File: config.mk
export PLATFORM = sky130hd
export DESIGN_NAME = tbgp_ports
export DESIGN_NICKNAME = d
export VERILOG_FILES = /design/src/rtl/tbgp_pkg.sv /design/src/rtl/tbgp_ports.sv
export SDC_FILE = /design/constraint.sdc
export NUM_CORES = 1
export LEC_CHECK = 0
export BUFFER_PORTS_ARGS = -buffer_cell sky130_fd_sc_hd__buf_4
export CAP_MARGIN = 20
export CELL_PAD_IN_SITES_DETAIL_PLACEMENT = 0
export CELL_PAD_IN_SITES_GLOBAL_PLACEMENT = 1
export CORE_MARGIN = 8
export CORE_UTILIZATION = 30
export DETAILED_ROUTE_END_ITERATION = 12
export PLACE_DENSITY = 0.9
export SYNTH_ARGS = -nofsm -noshare
export SYNTH_HDL_FRONTEND = slang
export SYNTH_SLANG_ARGS = --single-unit
File: constraint.sdc
create_clock -name clk -period 2.3 [get_ports clk]
set_input_delay 0 -clock clk [delete_from_list [all_inputs] [get_ports clk]]
set_output_delay 0 -clock clk [all_outputs]
set_load 0.05 [all_outputs]
File: src/rtl/tbgp_pkg.sv
//////////////////////////////////////////////////////////////////////////////
// Purpose : Constants and types for the three bidirectional GPIO ports
// Assumes : APB slave, 32-bit data, one register per aligned word
// Notes   : Register indices map to byte address index * 4
//////////////////////////////////////////////////////////////////////////////
package tbgp_pkg;

    localparam int unsigned NUM_PORTS  = 3;
    localparam int unsigned PORT_WIDTH = 8;
    localparam int unsigned ADDR_WIDTH = 12;
    localparam int unsigned IDX_WIDTH  = 4;

    // Port numbering inside the arrays
    localparam int unsigned PORT_A = 0;
    localparam int unsigned PORT_B = 1;
    localparam int unsigned PORT_C = 2;

    // Register indices, byte address is index times four
    localparam logic [IDX_WIDTH-1:0] IDX_PORT_A_PIN_DATA  = 4'h0;
    localparam logic [IDX_WIDTH-1:0] IDX_PORT_B_PIN_DATA  = 4'h1;
    localparam logic [IDX_WIDTH-1:0] IDX_PORT_C_PIN_DATA  = 4'h2;
    localparam logic [IDX_WIDTH-1:0] IDX_PORT_A_DIRECTION = 4'h4;
    localparam logic [IDX_WIDTH-1:0] IDX_PORT_B_DIRECTION = 4'h5;
    localparam logic [IDX_WIDTH-1:0] IDX_PORT_C_DIRECTION = 4'h6;
    localparam logic [IDX_WIDTH-1:0] IDX_PORT_B_OPTION    = 4'h8;

    // Field positions and reset values
    localparam int unsigned        OPT_PULLUP_BIT = 0;
    localparam logic [7:0]         DIR_RESET      = 8'h00;
    localparam logic               OPT_RESET      = 1'b0;
    localparam logic [31:0]        RDATA_IDLE     = 32'h0000_0000;

    // Kind of register an index selects
    typedef enum {
        TBGP_SEL_DATA,
        TBGP_SEL_DIR,
        TBGP_SEL_OPT,
        TBGP_SEL_NONE
    } tbgp_sel_e;

    typedef struct packed {
        tbgp_sel_e   kind;
        logic [1:0]  port;
    } tbgp_dec_s;

    // Drive side of one 8-bit port
    typedef struct packed {
        logic [PORT_WIDTH-1:0] level;
        logic [PORT_WIDTH-1:0] enable;
    } tbgp_drive_s;

endpackage : tbgp_pkg

File: src/rtl/tbgp_ports.sv
//////////////////////////////////////////////////////////////////////////////
// Purpose : Three 8-bit bidirectional GPIO ports behind an APB slave
// Assumes : Pin inputs synchronous to clk; zero-wait APB answers
// Notes   : Data latches carry no reset, so they power up undefined
//////////////////////////////////////////////////////////////////////////////
module tbgp_ports
    import tbgp_pkg::*;
#(
    parameter int unsigned PORTS = NUM_PORTS,
    parameter int unsigned WIDTH = PORT_WIDTH
) (
    input  wire logic                           clk,
    input  wire logic                           srst,
    // APB slave
    input  wire logic                           psel,
    input  wire logic                           penable,
    input  wire logic                           pwrite,
    input  wire logic [ADDR_WIDTH-1:0]          paddr,
    input  wire logic [31:0]                    pwdata,
    input  wire logic [3:0]                     pstrb,
    output logic      [31:0]                    prdata,
    output logic                                pready,
    output logic                                pslverr,
    // Pins, split into sensed level and drive side
    input  wire logic [PORTS-1:0][WIDTH-1:0]    pin_in,
    output tbgp_drive_s [PORTS-1:0]             pin_drive,
    // Port B extras
    output logic      [WIDTH-1:0]               port_b_pullup_en,
    output logic      [WIDTH-1:0]               port_b_irq_level
);

    //////////////////////////////////////////////////////////////////////////
    // Address decode

    function automatic tbgp_dec_s decode(input logic [ADDR_WIDTH-1:0] addr);
        tbgp_dec_s                 d;
        logic      [IDX_WIDTH-1:0] idx;
        d   = '{kind: TBGP_SEL_NONE, port: 2'h0};
        idx = addr[IDX_WIDTH+1:2];
        if (addr[1:0] == 2'h0 && addr[ADDR_WIDTH-1:IDX_WIDTH+2] == '0) begin
            case (idx)
                IDX_PORT_A_PIN_DATA:  d = '{kind: TBGP_SEL_DATA, port: 2'h0};
                IDX_PORT_B_PIN_DATA:  d = '{kind: TBGP_SEL_DATA, port: 2'h1};
                IDX_PORT_C_PIN_DATA:  d = '{kind: TBGP_SEL_DATA, port: 2'h2};
                IDX_PORT_A_DIRECTION: d = '{kind: TBGP_SEL_DIR, port: 2'h0};
                IDX_PORT_B_DIRECTION: d = '{kind: TBGP_SEL_DIR, port: 2'h1};
                IDX_PORT_C_DIRECTION: d = '{kind: TBGP_SEL_DIR, port: 2'h2};
                IDX_PORT_B_OPTION:    d = '{kind: TBGP_SEL_OPT, port: 2'h1};
                default:              d = '{kind: TBGP_SEL_NONE, port: 2'h0};
            endcase
        end
        return d;
    endfunction

    tbgp_dec_s dec;
    logic      access;
    logic      wr_en;
    logic      wr_lane0;

    assign dec      = decode(paddr);
    assign access   = psel && penable;
    assign wr_lane0 = pstrb[0];
    assign wr_en    = access && pwrite && wr_lane0 && (dec.kind != TBGP_SEL_NONE);

    //////////////////////////////////////////////////////////////////////////
    // Per-port state

    logic [PORTS-1:0][WIDTH-1:0] latch_q;
    logic [PORTS-1:0][WIDTH-1:0] dir_q;
    logic [PORTS-1:0][WIDTH-1:0] read_view;
    logic                        pullup_opt_q;

    for (genvar p = 0; p < PORTS; p++) begin : g_port
        logic sel_data;
        logic sel_dir;

        assign sel_data = wr_en && dec.kind == TBGP_SEL_DATA && dec.port == 2'(p);
        assign sel_dir  = wr_en && dec.kind == TBGP_SEL_DIR && dec.port == 2'(p);

        // No reset here on purpose: the latches keep their value across reset
        always_ff @(posedge clk) begin
            if (sel_data) begin
                latch_q[p] <= pwdata[WIDTH-1:0];
            end
        end

        always_ff @(posedge clk) begin
            if (srst) begin
                dir_q[p] <= DIR_RESET;
            end else if (sel_dir) begin
                dir_q[p] <= pwdata[WIDTH-1:0];
            end
        end

        // Bit by bit: the direction bit picks latch or sensed level
        assign read_view[p] = (dir_q[p] & latch_q[p]) | (~dir_q[p] & pin_in[p]);

        assign pin_drive[p].level  = latch_q[p];
        assign pin_drive[p].enable = dir_q[p];

    end

    //////////////////////////////////////////////////////////////////////////
    // Port B pullup option and interrupt feed

    always_ff @(posedge clk) begin
        if (srst) begin
            pullup_opt_q <= OPT_RESET;
        end else if (wr_en && dec.kind == TBGP_SEL_OPT) begin
            pullup_opt_q <= pwdata[OPT_PULLUP_BIT];
        end
    end

    // An output pin fights its own pullup, so the pullup goes off there
    assign port_b_pullup_en = {WIDTH{pullup_opt_q}} & ~dir_q[PORT_B];

    // Raw level, so the interrupt logic sees driven outputs too
    assign port_b_irq_level = pin_in[PORT_B];

    //////////////////////////////////////////////////////////////////////////
    // APB answer: zero wait, read data valid through the access phase

    assign pready  = 1'b1;
    assign pslverr = access && (dec.kind == TBGP_SEL_NONE);

    always_comb begin
        prdata = RDATA_IDLE;
        if (psel && !pwrite) begin
            case (dec.kind)
                TBGP_SEL_DATA: prdata[WIDTH-1:0] = read_view[dec.port];
                TBGP_SEL_DIR:  prdata[WIDTH-1:0] = dir_q[dec.port];
                TBGP_SEL_OPT:  prdata[OPT_PULLUP_BIT] = pullup_opt_q;
                default:       prdata = RDATA_IDLE;
            endcase
        end
    end
endmodule : tbgp_ports

==> impl_metrics.json, run 1 <==
{
  "outcome": "completed",
  "holdPathStages": 2,
  "vias": 2495,
  "synth_cell_types": 42,
  "power_frac_clock_pct": 33.7,
  "ys_seq_area_share_pct": 43.9,
  "syn_area_um2": 2780,
  "rsz0062_at_grt": "no",
  "seqPwrFrac_pct": 50.2,
  "synth_edf_count": 24,
  "skew_ns": 0,
  "coreArea_um2": 9110,
  "cts_tree": "done",
  "diodes": 0,
  "ys_ff_latch": 49,
  "hold_viol": 0,
  "start_util_pct": 30.5,
  "die_w_um": 112,
  "finish.utilization_pct": 43.2,
  "die_y_um": 112,
  "ys.flop_type": "dfxtp_1",
  "drt_iter0_drc": 107,
  "internal_power_uw": 1340,
  "fin_crit_ns": 1.90,
  "endpoint_kind": "output pin",
  "synth.most_common_cell": "mux2i_1",
  "vdd_drop_max_v": 0.000328,
  "grt.overflow.total": 0,
  "slowest_delay_ns": 0.49,
  "comb_power_share_pct": 16.1,
  "place_hpwl_um": 7380,
  "cts_sinks": 49,
  "cts_buffers": 5,
  "synth_top_area_share_pct": 25.9,
  "max_freq_ghz": 0.526,
  "finalCritPeriodShare_pct": 82.7,
  "crit_required_ns": 2.30,
  "htree_levels": 2,
  "cp_cell_sequence": "buf_4 -> nor4_2 -> o211ai_1 -> nand2b_1 -> o22a_1 -> a211oi_2 -> buf_4",
  "reg2reg_depth": 2,
  "ys_top_cells_by_count": "42 x mux2i_1, 37 x nor2_1, 33 x buf_4",
  "post_cts_resize_count": 0,
  "leakagePower_uw": 0.00180,
  "tns_ns": 0,
  "swShare_pct": 26.6,
  "worstSkewPairLatency_ns": 0.29,
  "worstMarginPinSlew_ns": 0.562,
  "routed_wl_um": 9560,
  "synth_area_leader_cell": "edfxtp_1",
  "viasPerCell": 4.93,
  "power_density_nw_per_um2": 463,
  "synthToLayoutAreaGrowth_pct": 41.3,
  "synthArstFlopShare_pct": 0,
  "maxSlewViolCount": 0,
  "gp_congestion": 0.787,
  "clock-root-buffer": "clkbuf_8",
  "clkTransAtPathRegs_ns": 0.09,
  "slowest_stage": "nor4_2",
  "first_global_vias": 2680,
  "antenna_found_initial": 0,
  "cp.arrival_ns": 1.90,
  "netlist_instances": 264,
  "grt_max_degree": 26,
  "grtUsageTotal_pct": 14.5,
  "wire_per_inst_um": 18.9,
  "cap_violations": 0,
  "drc": 0,
  "instances_no_fill": 506,
  "grt_pass1_wl_um": 14400,
  "dp_cells": 490,
  "setup_viol": 0,
  "pin_count": 175,
  "cp-start-kind": "primary input",
  "drive_gt1_share_pct": 39.0,
  "crit_top_cell": "buf_4",
  "yosys_warnings": 0,
  "clock_path_buffers": 2,
  "synth.area.top_cells": "edfxtp_1 26%, dfxtp_1 18%, mux2i_1 15%",
  "slew_headroom_pct": 62.5,
  "ant_nets": 0,
  "die-area_um2": 12600,
  "portBuffers": 122,
  "critPathMaxFanout": 7,
  "nets": 471,
  "crit_type": "primary input to output pin",
  "firstDrtPassIters": 4,
  "switchingPower_uw": 483,
  "holdCritPathClass": "primary input to register",
  "rows": 35,
  "p_total_uw": 1820,
  "syn_avg_cell_area_um2": 10.5
}
-- critical path, delay by kind of cell --
| kind | cells | cell delay [ns] |
|---|---|---|
| AO/OA/AOI/OAI | 3 | 0.68 |
| buffers and inverters | 2 | 0.35 |
| AND/OR/NAND/NOR | 2 | 0.87 |
-- sequential cells by signal, summed over array words and instances (netlist names) --
name and cells:
pullup_opt_q 1, pin_drive 48
-- kinds of logic after synthesis --
logic type / Yosys count / share of synthesized area (%)
and+or+nand+nor: 80 / 17.0
DFF: 49 / 43.9
buffers and inverters: 48 / 11.1
muxes: 44 / 15.9
AOI/OAI and AO/OA: 41 / 11.9
other: 2 / 0.270
-- repair_timing --
action	4_1_cts	5_1_grt
endpoints found under the hold margin	39	0
hold buffers	8	0
setup endpoints to repair	0	0
setup buffers	0	0
-- through the flow --
stage / worst slack (ns) / instance area (um2) / hold WS (ns)
finish: 0.397 / 3930 / 0.0515
detailed placement: 0.304 / 3740 / 0.231
global placement: 0.310 / 3740 / 0.222
floorplan: 0.282 / 2870 / 0.0989
global route: 0.212 / 3930 / 0.0420
CTS: 0.383 / 3930 / 0.0405
-- path summary, 6_finish.rpt --
kind / start / end / slack [ns]
min reg2reg: pin_drive[7] / pin_drive[7] / 0.58
max: paddr[9] / prdata[6] / 0.40
max reg2reg: pullup_opt_q / pullup_opt_q / 1.31
min: srst / pin_drive[22] / 0.05
-- layout by cell type, fill, tap and decap left out, drive strengths merged, types with 6 or more instances in the layout --
cell type and instances:
conb 25, dlygate4sd3 8, a221o 6, nor2 37, nor2b 15, dfxtp 25
mux2i 42, buf 135, a211oi 6, edfxtp 24
-- layer usage --
metal | vias up | track usage (%) | part of all wire, %
li1 | 1172 | - | -
met3 | 8 | 4.88 | 8.1
met5 | - | 0 | 0
met2 | 110 | 25.0 | 49
met1 | 1205 | 16.9 | 42
met4 | 0 | 3.60 | 1.1
-- cell type report --
type	instances	area [um2]
flip-flops and latches	49	1220
fillers	870	5180
well taps	111	139
clock inverters	3	46.3
multi-input cells	190	1350
repair buffers	143	1090
inverters	5	18.8
clock buffers	5	68.8
-- power by group through the flow --
stage | clock network (uW) | registers (uW) | logic (uW)
CTS | 622 | 913 | 292
floorplan | 0 | 933 | 215
global placement | 0 | 933 | 275
finish | 613 | 913 | 294
detailed placement | 0 | 933 | 280
global route | 656 | 913 | 309
Power figures use the tool's default switching activity.
==> run 2, diff against run 1 <==
- clock period: 2.3 -> 1.85 ns (I/O delays scaled with it)
==> impl_metrics.json, run 2 (synthesis gave the netlist of run 1 again) <==
{
  "cts_tree": "done",
  "hold_start": "srst",
  "skew_ns": 0,
  "diodes": 0,
  "htree_levels": 2,
  "endpoint_kind": "output pin",
  "drive_gt1_share_pct": 41.2,
  "gp_congestion": 0.796,
  "antenna_found_initial": 0,
  "fillers": 893,
  "first_global_vias": 2607,
  "pre_cts_slack_ns": -0.0198,
  "crit_required_ns": 1.85,
  "wire_per_inst_um": 18.2,
  "crit_type": "primary input to output pin",
  "start_util_pct": 30.5,
  "rrSetupSlack_ns": 1.04,
  "layout_commonest_cell": "buf_4",
  "drc": 0,
  "grt.overflow.total": 0,
  "finalCritPeriodShare_pct": 94.7,
  "grtUsageTotal_pct": 14.3,
  "rsz0062_at_grt": "no",
  "r2r-end": "pullup_opt_q",
  "die_w_um": 112,
  "grt_max_degree": 26,
  "coreArea_um2": 9110,
  "holdPathStages": 2,
  "cp.arrival_ns": 1.75,
  "die_y_um": 112,
  "rows": 35,
  "synthToLayoutAreaGrowth_pct": 44.2,
  "finish.utilization_pct": 44.1,
  "largest_reg_flops": 48,
  "hold_viol": 0,
  "holdCritPathClass": "primary input to register",
  "use_met3_pct": 5.31,
  "worstMarginPinSlew_ns": 0.503,
  "clock-root-buffer": "clkbuf_8",
  "clkTransAtPathRegs_ns": 0.09,
  "pin_count": 175,
  "worstSetupStartpoint": "paddr[9]",
  "routed_wl_um": 9370,
  "cap_violations": 0,
  "leakagePower_uw": 0.00184,
  "drt_iter0_drc": 126,
  "max_freq_ghz": 0.571,
  "ant_nets": 0,
  "clock_path_buffers": 2,
  "multi_input_area_um2": 1380,
  "critPathMaxFanout": 7,
  "slew_headroom_pct": 66.3,
  "cp-start-kind": "primary input",
  "r2r_start": "pullup_opt_q",
  "die-area_um2": 12600,
  "whs_endpoint": "pin_drive[22]",
  "grt.busiest_layer": "met2",
  "vias": 2521,
  "viasPerCell": 4.90,
  "maxSlewViolCount": 0,
  "cts_buffers": 5,
  "setup_viol": 0,
  "reg2reg_depth": 2,
  "use_met1_pct": 16.8,
  "portBuffers": 122,
  "place_hpwl_um": 7350,
  "worstSkewPairLatency_ns": 0.29,
  "power_density_nw_per_um2": 526,
  "nets": 479,
  "grt_pass1_wl_um": 14300,
  "vdd_drop_max_v": 0.000294,
  "final_cell_mix": "139 x buf_4, 42 x mux2i_1, 36 x nor2_1",
  "cts_sinks": 49,
  "setup_slack_ns": 0.0979,
  "fin_crit_ns": 1.75,
  "firstDrtPassIters": 4,
  "regArea_um2": 1220,
  "use_met2_pct": 24.3,
  "outcome": "completed"
}
run 2: worst max-delay path by stage:
stage,to,slack (ns)
2_1_floorplan,pin_drive[40],-0.08
3_3_place_gp,pin_drive[42],-0.001
3_5_place_dp,prdata[5],-0.02
4_1_cts,prdata[5],0.002
5_1_grt,prdata[5],0.02
6_report,prdata[1],0.1
run 2: area by class of cell:
class                      instances  share of cell area, %
multi-input combinational        190                   34.5
sequential                        49                   30.4
timing repair buffer             151                   29.1
tap                              111                   3.46
clock buffer                       5                   1.71
inverter                           5                  0.468
clock inverter                     3                  0.312
run 2: repair_timing:
| action | in CTS | in global routing |
|---|---|---|
| endpoints found under the hold margin | 44 | 0 |
| hold buffers | 8 | 0 |
| resized for setup | 1 | 5 |
| setup buffers | 0 | 0 |
| endpoints found under the setup margin | 1 | 6 |
| pin swaps | 0 | 3 |
run 2: critical path, stage by stage:
cell      delay [ns]
buf_4           0.11
or4_4           0.57
nor2_4          0.11
nand4b_1        0.13
buf_6           0.18
a221o_1         0.27
o22ai_2         0.19
buf_6           0.18
run 2: stage by stage:
stage | cells | total power [uW] | cell area [um2] | hold WS, ns | setup TNS (ns)
floorplan | 287 | 1430 | 2910 | 0.0989 | -2.04
global placement | 498 | 1510 | 3830 | 0.224 | -0.00661
detailed placement | 498 | 1510 | 3830 | 0.229 | -0.0618
CTS | 514 | 2120 | 3990 | 0.0457 | 0
global route | 514 | 2190 | 4010 | 0.0502 | 0
finish | 514 | 2110 | 4010 | 0.0540 | 0
run 2: per-layer routing:
| layer | part of all wire (%) | vias to the layer above | routed length (um) |
|---|---|---|---|
| met3 | 9.1 | 8 | 855 |
| li1 | - | 1197 | - |
| met1 | 42 | 1198 | 3920 |
| met5 | 0 | - | 0 |
| met4 | 0.66 | 0 | 62 |
| met2 | 48 | 118 | 4530 |
run 2: power breakdown:
group	switching (uW)	internal, uW	total [uW]
combinational	244	123	367
sequential	0.0213	1130	1130
clock	353	256	608
total	597	1510	2110
